`src/blv_consts.vh`:
```
// Constants for the brightness limit value two evaluator
`ifndef BLV_CONSTS_VH
`define BLV_CONSTS_VH
`define BLV_CLK_HZ 50000000
`define BLV_TICK_CYCLES (`BLV_CLK_HZ / 1)
`define BLV_CYCLE_STEP_S 10
`define BLV_CYCLE_MAX 120
`define BLV_THR_MIN_KLX 3
`define BLV_THR_MAX_KLX 105
`define BLV_THR_STEP_KLX 5
`define BLV_HYST_STEPS 16
`define BLV_DLY_STEPS 14
// Mode codes
`define BLV_M_EX_ON_UN_OFF 4'h0
`define BLV_M_EX_OFF_UN_ON 4'h1
`define BLV_M_UN_ON_EX_OFF 4'h2
`define BLV_M_UN_OFF_EX_ON 4'h3
`define BLV_M_EX_ON 4'h4
`define BLV_M_EX_OFF 4'h5
`define BLV_M_UN_ON 4'h6
`define BLV_M_UN_OFF 4'h7
`define BLV_M_UNH_OFF 4'h8
`define BLV_M_UNH_ON 4'h9
`define BLV_M_EXH_OFF 4'ha
`define BLV_M_EXH_ON 4'hb
// External threshold source
`define BLV_EXT_NONE 2'h0
`define BLV_EXT_16 2'h1
`define BLV_EXT_8 2'h2
`endif

```
`src/blv_timer.v`:
```
// One-second tick seconds counter with restart
`timescale 1ns/1ns
`default_nettype none
`include "blv_consts.vh"
module blv_timer (
   input wire clk,
   input wire srst,
   input wire restart,
   input wire tick,
   output wire [12:0] secs
);
   reg [12:0] secs_reg;
   // Counts ticks; saturates so long waits do not wrap
   always @(posedge clk) begin
      if (srst || restart) begin
         secs_reg <= 13'h0000;
      end else if (tick && secs_reg != 13'h1fff) begin
         secs_reg <= secs_reg + 13'h0001;
      end
   end
   assign secs = secs_reg;
endmodule
`default_nettype wire

```
`src/blv_limit.v`:
```
// Brightness limiting value two evaluator
// How it works
// - Hysteresis none, 1-5, 10-100 klx
// - Four two-sided modes with hysteresis
// - Eight one-sided modes, other side silent
// - Act only on crossing in mode direction
// - External 2-byte or 1-byte threshold option
// - Switch-on delay before accepting 1
// - Cyclic sends old 0 during on delay
// - Switch-off delay before accepting 0
// - Cyclic sends old 1 during off delay
// - No-telegram condition suppresses cyclic sends
// - Send-on-change sends every output change
// - Without send-on-change, only cyclic sends
// - Cycle interval is setting times 10s
// - Cycle setting zero disables cyclic sends
// - No change send, zero cycle: silent
// - Internal threshold 3 to 105 klx
// - Download discards external threshold value
`timescale 1ns/1ns
`default_nettype none
`include "blv_consts.vh"
module blv_limit (
   input wire clk,
   input wire srst,
   input wire [15:0] bright_klx,
   input wire bright_valid,
   input wire [4:0] thr_sel,
   input wire [3:0] hyst_sel,
   input wire [3:0] mode_sel,
   input wire [1:0] ext_sel,
   input wire [15:0] ext_value,
   input wire ext_valid,
   input wire download,
   input wire [3:0] on_dly_sel,
   input wire [3:0] off_dly_sel,
   input wire send_on_change,
   input wire [6:0] cycle_sel,
   output reg tx_valid,
   output reg tx_value,
   output reg out_state
);
   // ***********************************************
   // Setting decode
   // ***********************************************
   // Hysteresis table in klx
   function [6:0] hyst_klx;
      input [3:0] sel;
      reg [7:0] prod;
      begin
         // Steps above five are tens of klx, at most 100 fits seven bits
         prod = {4'h0, sel - 4'h5} * 8'h0a;
         if (sel <= 4'h5) begin
            hyst_klx = {3'h0, sel};
         end else begin
            hyst_klx = prod[6:0];
         end
      end
   endfunction
   // Delay table in seconds
   function [12:0] dly_secs;
      input [3:0] sel;
      begin
         case (sel)
            4'h0: dly_secs = 13'd0;
            4'h1: dly_secs = 13'd1;
            4'h2: dly_secs = 13'd3;
            4'h3: dly_secs = 13'd5;
            4'h4: dly_secs = 13'd10;
            4'h5: dly_secs = 13'd15;
            4'h6: dly_secs = 13'd30;
            4'h7: dly_secs = 13'd60;
            4'h8: dly_secs = 13'd180;
            4'h9: dly_secs = 13'd300;
            4'ha: dly_secs = 13'd600;
            4'hb: dly_secs = 13'd900;
            4'hc: dly_secs = 13'd1800;
            default: dly_secs = 13'd3600;
         endcase
      end
   endfunction

   // ***********************************************
   // Threshold selection
   // ***********************************************
   reg [15:0] ext_thr_reg;
   reg ext_have_reg;
   wire [6:0] int_thr;
   wire [9:0] thr_mul;
   wire [15:0] threshold_level;
   wire [6:0] hyst;
   assign thr_mul = {5'h00, thr_sel} * 10'h005;
   assign int_thr = (thr_sel == 5'h0) ? 7'd3 :
      (thr_sel > 5'd20) ? 7'd105 : thr_mul[6:0];
   assign hyst = hyst_klx(hyst_sel); // decoded here, applied in the crossing limits
   always @(posedge clk) begin
      if (srst || download) begin
         ext_thr_reg <= 16'h0000;
         ext_have_reg <= 1'b0;
      end else if (ext_valid && ext_sel != `BLV_EXT_NONE) begin
         ext_thr_reg <= (ext_sel == `BLV_EXT_8) ? {8'h00, ext_value[7:0]} : ext_value;
         ext_have_reg <= 1'b1;
      end
   end
   // fall back to internal until received
   assign threshold_level = (ext_sel != `BLV_EXT_NONE && ext_have_reg) ?
      ext_thr_reg : {9'h000, int_thr};

   // ***********************************************
   // Crossing detection
   // ***********************************************
   wire [16:0] up_lim;
   wire [16:0] dn_lim;
   wire two_up;
   reg above_reg;
   reg below_reg;
   reg primed_reg;
   reg cross_up;
   reg cross_dn;
   // Modes 0,1,4,5,8,9 use upper edge at LV, lower at LV-hyst
   assign two_up = (mode_sel == `BLV_M_EX_ON_UN_OFF) || (mode_sel == `BLV_M_EX_OFF_UN_ON) ||
      (mode_sel == `BLV_M_EX_ON) || (mode_sel == `BLV_M_EX_OFF) ||
      (mode_sel == `BLV_M_UNH_OFF) || (mode_sel == `BLV_M_UNH_ON);
   assign up_lim = two_up ? {1'b0, threshold_level} : {1'b0, threshold_level} + {10'h000, hyst};
   assign dn_lim = two_up ?
      (({1'b0, threshold_level} > {10'h000, hyst}) ? {1'b0, threshold_level} - {10'h000, hyst}
         : 17'h00000) : {1'b0, threshold_level};
   always @* begin
      cross_up = bright_valid && primed_reg && !above_reg && ({1'b0, bright_klx} > up_lim);
      cross_dn = bright_valid && primed_reg && !below_reg && ({1'b0, bright_klx} < dn_lim);
   end
   always @(posedge clk) begin
      if (srst) begin
         above_reg <= 1'b0;
         below_reg <= 1'b0;
         primed_reg <= 1'b0;
      end else if (bright_valid) begin
         primed_reg <= 1'b1;
         if ({1'b0, bright_klx} > up_lim) begin
            above_reg <= 1'b1;
            below_reg <= 1'b0;
         end else if ({1'b0, bright_klx} < dn_lim) begin
            above_reg <= 1'b0;
            below_reg <= 1'b1;
         end
      end
   end

   // ***********************************************
   // Mode actions
   // ***********************************************
   reg act_go;
   reg act_val;
   reg silent_next;
   always @* begin
      act_go = 1'b0;
      act_val = 1'b0;
      silent_next = 1'b0;
      case (mode_sel)
         `BLV_M_EX_ON_UN_OFF, `BLV_M_UN_OFF_EX_ON: begin
            act_go = cross_up | cross_dn;
            act_val = cross_up;
         end
         `BLV_M_EX_OFF_UN_ON, `BLV_M_UN_ON_EX_OFF: begin
            act_go = cross_up | cross_dn;
            act_val = cross_dn;
         end
         `BLV_M_EX_ON, `BLV_M_EX_OFF, `BLV_M_EXH_ON, `BLV_M_EXH_OFF: begin
            act_go = cross_up;
            act_val = (mode_sel == `BLV_M_EX_ON) || (mode_sel == `BLV_M_EXH_ON);
            silent_next = cross_dn;
         end
         `BLV_M_UN_ON, `BLV_M_UN_OFF, `BLV_M_UNH_ON, `BLV_M_UNH_OFF: begin
            act_go = cross_dn;
            act_val = (mode_sel == `BLV_M_UN_ON) || (mode_sel == `BLV_M_UNH_ON);
            silent_next = cross_up;
         end
         default: begin
            act_go = 1'b0;
         end
      endcase
   end

   // ***********************************************
   // Delay and cycle timing
   // ***********************************************
   reg [25:0] tick_cnt_reg;
   reg tick_reg;
   reg pend_reg;
   reg pend_val_reg;
   reg silent_reg;
   reg cyc_restart;
   wire [12:0] dly_secs_now;
   wire [12:0] cyc_secs;
   wire [12:0] cyc_target;
   wire [13:0] cyc_prod;
   wire dly_done;
   localparam [25:0] TICK_LAST = `BLV_TICK_CYCLES - 1;
   always @(posedge clk) begin
      if (srst || tick_cnt_reg == TICK_LAST) begin
         tick_cnt_reg <= 26'h0000000;
      end else begin
         tick_cnt_reg <= tick_cnt_reg + 26'h0000001;
      end
      tick_reg <= !srst && tick_cnt_reg == TICK_LAST;
   end
   // delay restarts on each new request
   blv_timer u_dly (
      .clk(clk),
      .srst(srst),
      .restart(act_go),
      .tick(tick_reg),
      .secs(dly_secs_now)
   );
   blv_timer u_cyc (
      .clk(clk),
      .srst(srst),
      .restart(cyc_restart),
      .tick(tick_reg),
      .secs(cyc_secs)
   );
   assign dly_done = pend_reg && (dly_secs_now >=
      (pend_val_reg ? dly_secs(on_dly_sel) : dly_secs(off_dly_sel)));
   // interval is setting times ten
   // Largest setting gives 1270 s, inside thirteen bits
   assign cyc_prod = {7'h00, cycle_sel} * 14'h000a;
   assign cyc_target = cyc_prod[12:0];
   always @* begin
      cyc_restart = (cycle_sel == 7'h00) || (cyc_secs >= cyc_target);
   end
   // reset leaves output 0, nothing pending
   always @(posedge clk) begin
      if (srst) begin
         pend_reg <= 1'b0;
         pend_val_reg <= 1'b0;
         out_state <= 1'b0;
         silent_reg <= 1'b0;
         tx_valid <= 1'b0;
         tx_value <= 1'b0;
      end else begin
         tx_valid <= 1'b0;
         if (silent_next) begin
            silent_reg <= 1'b1;
         end else if (act_go) begin
            silent_reg <= 1'b0;
         end
         if (act_go) begin
            pend_reg <= (act_val != out_state);
            pend_val_reg <= act_val;
         end else if (dly_done) begin
            // old value held until on delay ends
            // old value held until off delay ends
            pend_reg <= 1'b0;
            out_state <= pend_val_reg;
            if (send_on_change) begin
               tx_valid <= 1'b1;
               tx_value <= pend_val_reg;
            end
         end
         if (cyc_restart && cycle_sel != 7'h00 && !silent_reg &&
               !(act_go || dly_done)) begin
            tx_valid <= 1'b1;
            tx_value <= out_state;
         end
      end
   end
endmodule
`default_nettype wire

```
`config.mk`:
```
export PLATFORM = sky130hd
export DESIGN_NAME = blv_limit
export DESIGN_NICKNAME = d
export VERILOG_FILES = /design/src/blv_timer.v /design/src/blv_limit.v
export VERILOG_INCLUDE_DIRS = /design/src
export SDC_FILE = /design/constraint.sdc
export NUM_CORES = 1
export LEC_CHECK = 0
export BUFFER_PORTS_ARGS = -buffer_cell sky130_fd_sc_hd__clkbuf_2
export CAP_MARGIN = 10
export CORE_AREA = 2 2 158 160
export CTS_CLUSTER_SIZE = 28
export DETAILED_ROUTE_END_ITERATION = 7
export DIE_AREA = 0 0 160 162
export MAX_ROUTING_LAYER = met4
export SLEW_MARGIN = 10
export SYNTH_ARGS = -nofsm -noshare
export SYNTH_HDL_FRONTEND = slang
export SYNTH_SLANG_ARGS = --single-unit
export TNS_END_PERCENT = 50
```
`constraint.sdc`:
```
create_clock -name clk -period 9.51 [get_ports clk]
set_input_delay 0.4755 -clock clk [delete_from_list [all_inputs] [get_ports clk]]
set_output_delay 0.4755 -clock clk [all_outputs]
set_load 0.1 [all_outputs]
```
* Word level (Yosys, flattened, before mapping) *
Memories as Yosys holds them, arrays and structs flattened.
Index checks and enable logic that the tools add are counted.

word-level totals
  memories = 2
  memory bits (read-only) = 384
  input bits = 68
  output and inout port bits = 3
  bits in registers = 79
  logic and storage cells = 130

cells by class
  multiplexer cells = 28
  reductions and logical operators = 50
  bitwise gates (word level) = 2
  order comparisons = 7
  add/sub/neg operators = 6
  multipliers = 3
  eq/ne operators = 17

memory list
  name             depth  bits a word  read ports  clocked after Yosys merged registers in  wr ports  RTL line        source
  (no name shown)  16     12           1           0                                        0         blv_limit.v:64  case (sel)
  (no name shown)  16     12           1           0                                        0         blv_limit.v:64

operator list
  cell                                                 number
  2-to-1 mux 17 bit                                    3
  2-to-1 mux 16 bit                                    2
  adder 13 x 1 -> 13 bit, second input constant        2
  adder 26 x 1 -> 26 bit, second input constant        1
  equality test 26 bit, second input constant          1
  inequality test 13 bit, second input constant        2
  2-to-1 mux 7 bit                                     3
  adder 16 x 7 -> 17 bit                               1
  > comparator 16 x 17 -> 1 bit                        1
  less-than comparator 16 x 17 -> 1 bit                1
  subtractor 16 x 7 -> 17 bit                          1
  equality test 4 x 3 -> 1 bit, second input constant  4
  equality test 4 bit, second input constant           4
  > comparator 16 x 7 -> 1 bit                         1
  2-to-1 mux 1 bit                                     16
  logical AND 1 bit                                    14
  >= comparator 13 x 11 -> 1 bit                       1
  >= comparator 13 bit                                 1
  logical OR 1 bit                                     13
  2-to-1 mux 13 bit                                    1
  nonzero test 2 bit                                   6
  OR reduction 4 bit                                   3
  multiplier 7 x 3 -> 10 bit, second input constant    1
  equality test 4 x 2 -> 1 bit, second input constant  2
  22 further kinds                                     28

* Depth between registers and ports, before layout *
  depth in word-level cells = 16
  gate-level depth with buffers = 31
  depth with buffers taken out = 28

* Cells and area by module *
Synthesis repeated with hierarchy kept, for this count alone.

second synthesis, totals
  cells, all modules = 1001
  area, all modules = 7549.7 um2

by module, submodules not included
  module     cells each  area an instance (um2)  sequential area each (um2)  times used
  blv_limit  843         6206.0                  1061.0                      1
  blv_timer  79          671.9                   260.2                       2

* Least setup slack after synthesis *
Ideal clock, no wire load.

  path kind = input to register
  start = input port hyst_sel[1]
  end = register tx_valid
  slack = 3984 ps
  data arrival time = 5405 ps
  data required time = 9389 ps
  stages on the path = 27
  cell sequence = o21ai_0 > xor2_1 > ha_1 > ha_1 > inv_1 > fa_1 > nand2b_1 > ha_1 > clkbuf_1 > inv_1 > a21oi_1 > o21bai_1 > nand3_1 > nor2_1 > mux2_2 > ha_1 > nand4_1 > nor2_1 > and3_1 > nor4_1 > nand3_1 > o21a_1 > a32oi_4 > or2_1 > buf_6 > buf_12 > nor2_4

on the way
  longest elaborated chain between the ends = 14

RTL lines
  what                                                                                RTL line                          source
  start: declaration                                                                  blv_limit.v:29                    input wire [3:0] hyst_sel,
  subtractor 4 x 3 -> 4 bit                                                           blv_limit.v:52                    prod = {4'h0, sel - 4'h5} * 8'h0a;
  multiplier 4 x 3 -> 6 bit                                                           blv_limit.v:52
  2-to-1 mux 7 bit (*)                                                                blv_limit.v:53                    if (sel <= 4'h5) begin
  subtractor 16 x 7 -> 17 bit / > comparator 16 x 7 -> 1 bit (equally long branches)  blv_limit.v:126                   (({1'b0, threshold_level} > {10'h000, hyst}) ? {1'b0, threshold_level} - {10'h000, hyst}
  2-to-1 mux 17 bit                                                                   blv_limit.v:126
  2-to-1 mux 17 bit                                                                   blv_limit.v:125                   assign dn_lim = two_up ?
  less-than comparator 16 x 17 -> 1 bit                                               blv_limit.v:130                   cross_dn = bright_valid && primed_reg && !below_reg && ({1'b0, bright_klx} < dn_lim);
  logical AND 1 bit                                                                   blv_limit.v:130
  OR 1 bit                                                                            blv_limit.v:161, blv_limit.v:165
  one-hot mux 1 bit (3 select lines) (*)                                              blv_limit.v:159                   case (mode_sel)
  logical OR 1 bit                                                                    blv_limit.v:261                   !(act_go || dly_done)) begin
  logical NOT 1 bit                                                                   blv_limit.v:261
  logical AND 1 bit                                                                   blv_limit.v:260                   if (cyc_restart && cycle_sel != 7'h00 && !silent_reg &&
  2-to-1 mux 1 bit (*)                                                                blv_limit.v:260
  end signal: assignment                                                              blv_limit.v:241                   tx_valid <= 1'b0;
  end signal: assignment                                                              blv_limit.v:256                   tx_valid <= 1'b1;
  end signal: assignment                                                              blv_limit.v:262                   tx_valid <= 1'b1;
  end: declaration                                                                    blv_limit.v:39                    output reg tx_valid,

Mark *: on every way between the ends. The rest lies on a longest branch, timed or not.
A chain may end at the register's enable or synchronous reset.

* Worst setup path after layout *
  start = input port thr_sel[2]
  end = register u_dly.secs_reg[2], in the netlist u_dly.secs[2]

on the way
  longest elaborated chain between the ends = 12

RTL lines
  what                                                                                RTL line                          source
  start: declaration                                                                  blv_limit.v:28                    input wire [4:0] thr_sel,
  multiplier 5 x 3 -> 7 bit / > comparator 5 bit (equally long branches)              blv_limit.v:92, blv_limit.v:94
  2-to-1 mux 7 bit                                                                    blv_limit.v:94                    (thr_sel > 5'd20) ? 7'd105 : thr_mul[6:0];
  2-to-1 mux 7 bit (*)                                                                blv_limit.v:93                    assign int_thr = (thr_sel == 5'h0) ? 7'd3 :
  2-to-1 mux 16 bit (*)                                                               blv_limit.v:106                   assign threshold_level = (ext_sel != `BLV_EXT_NONE && ext_have_reg) ?
  subtractor 16 x 7 -> 17 bit / > comparator 16 x 7 -> 1 bit (equally long branches)  blv_limit.v:126
  2-to-1 mux 17 bit                                                                   blv_limit.v:126
  2-to-1 mux 17 bit                                                                   blv_limit.v:125
  less-than comparator 16 x 17 -> 1 bit                                               blv_limit.v:130
  logical AND 1 bit                                                                   blv_limit.v:130
  OR 1 bit                                                                            blv_limit.v:161, blv_limit.v:165
  one-hot mux 1 bit (3 select lines) (*)                                              blv_limit.v:159
  logical OR 1 bit (*)                                                                blv_timer.v:15                    if (srst || restart) begin
  end signal: assignment                                                              blv_timer.v:18                    secs_reg <= secs_reg + 13'h0001;
  end: declaration                                                                    blv_timer.v:12                    reg [12:0] secs_reg;

Marked as above.

==> out/qor.yml <==
run_status: "finished, final reports clean"
post-route-util_pct: 33.4
worst-endpoint-arrival_ps: 6870
buffer_count_from_post_cts_setup_fixing: 0
die_area_um2: 25900
yosys-top-cells-area: "sky130_fd_sc_hd__dfxtp_1 22%, sky130_fd_sc_hd__ha_1 17%, sky130_fd_sc_hd__nor2_1 5.7%, sky130_fd_sc_hd__xor2_1 4.7%, sky130_fd_sc_hd__xnor2_1 4.5%"
yosys_warnings: 0
die-width_um: 160
final-max-slew-violation-count: 0
placed_cell_area_um2: 7740
hold_viol_final: 0
max-vdd-ir-drop_uv: 68.0
drt_wl_total_mm: 17.4
chipHeight_um: 162
cp-end-kind: "flop"
start_util_pct: 29.6
final_ws_setup_ps: 2830
mappedNetlistArea_um2: 7150
clk_path_buf_depth: 2
floorplan.rows: 57
crit_fanout: 14
finalNonFillerCells: 1292
crit_family: "simple AND/OR/NAND/NOR gates"
crit_slowest_cell: "sky130_fd_sc_hd__or2_1"
synth.avg_cell_area_um2: 7.80
antenna_left: 0
cp-endpoint: "u_dly.secs[2]"
global_route.usage.total_pct: 14.3
grt_setup_unrepaired: "false"
antenna_cells: 0
routabilityCongestion: 0.893
clk-insertion-delay-late_ps: 350
finalCriticalPeriod_ps: 6680
fin_setup_tns_ps: 0
routed_met3_length_um: 745
cts_buffers: 9
maximum_number_of_pins_on_one_net_before_global_route_repair: 32
grt_pass1_wl_mm: 29.7
tritoncts_clock_tree: "yes"
cp_common_cell: "sky130_fd_sc_hd__nor2_1"
synth_async_sr_flop_share_pct: 0
clk_transition_reported_paths_ps: 70
cts.sinks: 79
synthesis.nets: 1088
largest_register_ff_count: 26
yosys_register_bits: 79
critical_path_required_ps: 9690
synth-main-ff-cell: "sky130_fd_sc_hd__dfxtp_1"
ys_seq_area_share_pct: 22.1
worst-setup-path-type: "input pin to flop"
min_path_type: "input pin to flop"
yosysUniqueCellTypes: 70
overflow: 0
worst-path-stages: 25
clock-root-buffer: "sky130_fd_sc_hd__clkbuf_16"
dpl_worst_slack_ps: 2510
timing.fmax_mhz: 150
remaining_drc_errors: 0
drt_first_pass_iters: 5
reg2reg_slack_ps: 2850
layout_commonest_cell: "sky130_fd_sc_hd__nor2_1"
finClkSkew_ps: 13.5
highest_layer: "met4"
avgViaCountPerCell: 4.93
post-dp-hpwl_mm: 14.1
wl_met1_mm: 8.55
worst_r2r_path_cells: 24
synth_top_cell_by_area: "sky130_fd_sc_hd__dfxtp_1"
routed-via-count: 6375
reg2reg_from: "ext_have_reg"
fin_crit_sh_pct: 70.3
worst_pin_slew_ps: 1100
grt_antenna_before_repair: 0
p_leak_nw: 3.37
layout.cells.most_common_list: "108 x sky130_fd_sc_hd__nor2_1, 99 x sky130_fd_sc_hd__ha_1, 85 x sky130_fd_sc_hd__nand2_1"
dpl.cell_count: 1276
placement.io_buffers: 70
final_nets: 1135
drv_cap: 0
setup.worst_path.start: "thr_sel[2]"
route.detailed.wl_per_inst_um: 13.5
critical_path.max_stage_delay_ps: 880
htree_num_levels: 3
worstPathBufferInverterCount: 2
max-slew-margin-rel_pct: 26.9
io-pin-count: 71
detailroute.wirelength.met2_mm: 7.87
cts.hold.buffers_added: 0
synth_top_cell_area_share_pct: 22.1
syn_inst: 916
drive_gt1_share_pct: 11.8
fin_worst_hold_slack_ps: 342
syn2layout_area_growth_pct: 12.7
timing.rr.end: "u_dly.secs[2]"
design_power_total_mw: 1.07
drt_first_iter_violations: 327
design_area_um2: 8060
p_per_area_nw_per_um2: 132
core_region_area_um2: 24100
setup_viol: 0
via_count_of_the_first_global_routing_pass: 6066
synth-edff-count: 0
cts-resized-gates: 0
cp-start-kind: "input pin"
## final cells by class
type | instances | area [um2]
multi-input cells | 743 | 5180
fillers | 2639 | 16000
well taps | 324 | 405
clock inverters | 6 | 75.1
inverters | 59 | 221
repair buffers | 71 | 358
flip-flops and latches | 79 | 1580
clock buffers | 10 | 239
## kinds of logic after synthesis
family / Yosys count / share of synthesized area [%]
muxes: 10 / 1.44
DFF: 79 / 22.1
adders and majority gates: 104 / 18.7
AOI/OAI and AO/OA: 207 / 19.0
xor gates and xnor gates: 75 / 9.19
buffers and inverters: 94 / 5.43
other: 1 / 0.0525
and+or+nand+nor: 346 / 24.0
## worst min-delay path by stage
| stage | start | endpoint | slack, ps | cells after the start |
|---|---|---|---|---|
| final | ext_value[6] | ext_thr_reg[6] | 340 | 3 |
| after global routing | ext_value[6] | ext_thr_reg[6] | 340 | 3 |
| after global placement | tick_cnt_reg[0] | tick_cnt_reg[0] | 450 | 1 |
| after CTS | ext_value[6] | ext_thr_reg[6] | 330 | 3 |
| after detailed placement | ext_thr_reg[1] | ext_thr_reg[1] | 450 | 2 |
| after floorplan | tick_cnt_reg[0] | tick_cnt_reg[0] | 430 | 1 |
## Yosys cell counts, types with 3 or more instances
| master | number |
|---|---|
| sky130_fd_sc_hd__nor2_4 | 10 |
| sky130_fd_sc_hd__nand3_1 | 35 |
| sky130_fd_sc_hd__buf_2 | 3 |
| sky130_fd_sc_hd__nand2b_1 | 8 |
| sky130_fd_sc_hd__o211ai_1 | 3 |
| sky130_fd_sc_hd__xor2_1 | 38 |
| sky130_fd_sc_hd__mux2i_1 | 8 |
| sky130_fd_sc_hd__and3_1 | 16 |
| sky130_fd_sc_hd__o22ai_1 | 8 |
| sky130_fd_sc_hd__a22oi_1 | 14 |
| sky130_fd_sc_hd__xnor2_1 | 37 |
| sky130_fd_sc_hd__and4_1 | 5 |
| sky130_fd_sc_hd__o21bai_1 | 3 |
| sky130_fd_sc_hd__ha_1 | 99 |
| sky130_fd_sc_hd__o31ai_1 | 4 |
| sky130_fd_sc_hd__or3_1 | 9 |
| sky130_fd_sc_hd__or4_1 | 3 |
| sky130_fd_sc_hd__nor2_1 | 108 |
| sky130_fd_sc_hd__o21a_1 | 11 |
| sky130_fd_sc_hd__nor2b_1 | 8 |
| sky130_fd_sc_hd__a21o_1 | 17 |
| sky130_fd_sc_hd__nor4_1 | 4 |
| sky130_fd_sc_hd__clkbuf_1 | 28 |
| sky130_fd_sc_hd__a211oi_1 | 7 |
| sky130_fd_sc_hd__a21oi_1 | 63 |
| sky130_fd_sc_hd__inv_1 | 59 |
| sky130_fd_sc_hd__and2_1 | 5 |
| sky130_fd_sc_hd__a211o_1 | 3 |
| sky130_fd_sc_hd__fa_1 | 5 |
| sky130_fd_sc_hd__o311a_1 | 3 |
| sky130_fd_sc_hd__a31oi_1 | 3 |
| sky130_fd_sc_hd__nand2_1 | 85 |
| sky130_fd_sc_hd__nand4_1 | 19 |
| sky130_fd_sc_hd__dfxtp_1 | 79 |
| sky130_fd_sc_hd__o21ai_1 | 3 |
| sky130_fd_sc_hd__o21ai_0 | 42 |
| sky130_fd_sc_hd__nor3_1 | 18 |
| sky130_fd_sc_hd__or2_2 | 4 |
## worst register-to-register path: stages, from the launching register on
cell and delay (ps):
sky130_fd_sc_hd__dfxtp_1 330, sky130_fd_sc_hd__o21a_1 100, sky130_fd_sc_hd__buf_4 220, sky130_fd_sc_hd__or3b_4 460, sky130_fd_sc_hd__o21ai_0 410, sky130_fd_sc_hd__ha_1 340, sky130_fd_sc_hd__inv_1 80, sky130_fd_sc_hd__o21ai_0 280
sky130_fd_sc_hd__a21oi_1 120, sky130_fd_sc_hd__o21bai_1 260, sky130_fd_sc_hd__a21oi_1 110, sky130_fd_sc_hd__o21bai_1 300, sky130_fd_sc_hd__nand3_1 180, sky130_fd_sc_hd__nor2_1 170, sky130_fd_sc_hd__mux2_2 360, sky130_fd_sc_hd__ha_1 290
sky130_fd_sc_hd__nand4_1 130, sky130_fd_sc_hd__nor2_1 70, sky130_fd_sc_hd__and3_1 170, sky130_fd_sc_hd__nor4_1 320, sky130_fd_sc_hd__nand3_1 230, sky130_fd_sc_hd__o21a_1 250, sky130_fd_sc_hd__a32oi_4 310, sky130_fd_sc_hd__or2_1 880
sky130_fd_sc_hd__nor2_1 110
## routing by layer
layer	vias to the layer above	track usage, %
met3	19	2.81
met2	124	22.7
met1	2916	18.9
li1	3316	-
met4	0	3.24
met5	-	-
## report_power, final
part / leakage (nW) / total (mW) / internal, mW / switching, mW
clock: 0.152 / 0.371 / 0.215 / 0.156
combinational: 2.58 / 0.353 / 0.143 / 0.210
sequential: 0.640 / 0.343 / 0.336 / 0.00660
(Power assumes the default switching activity.)
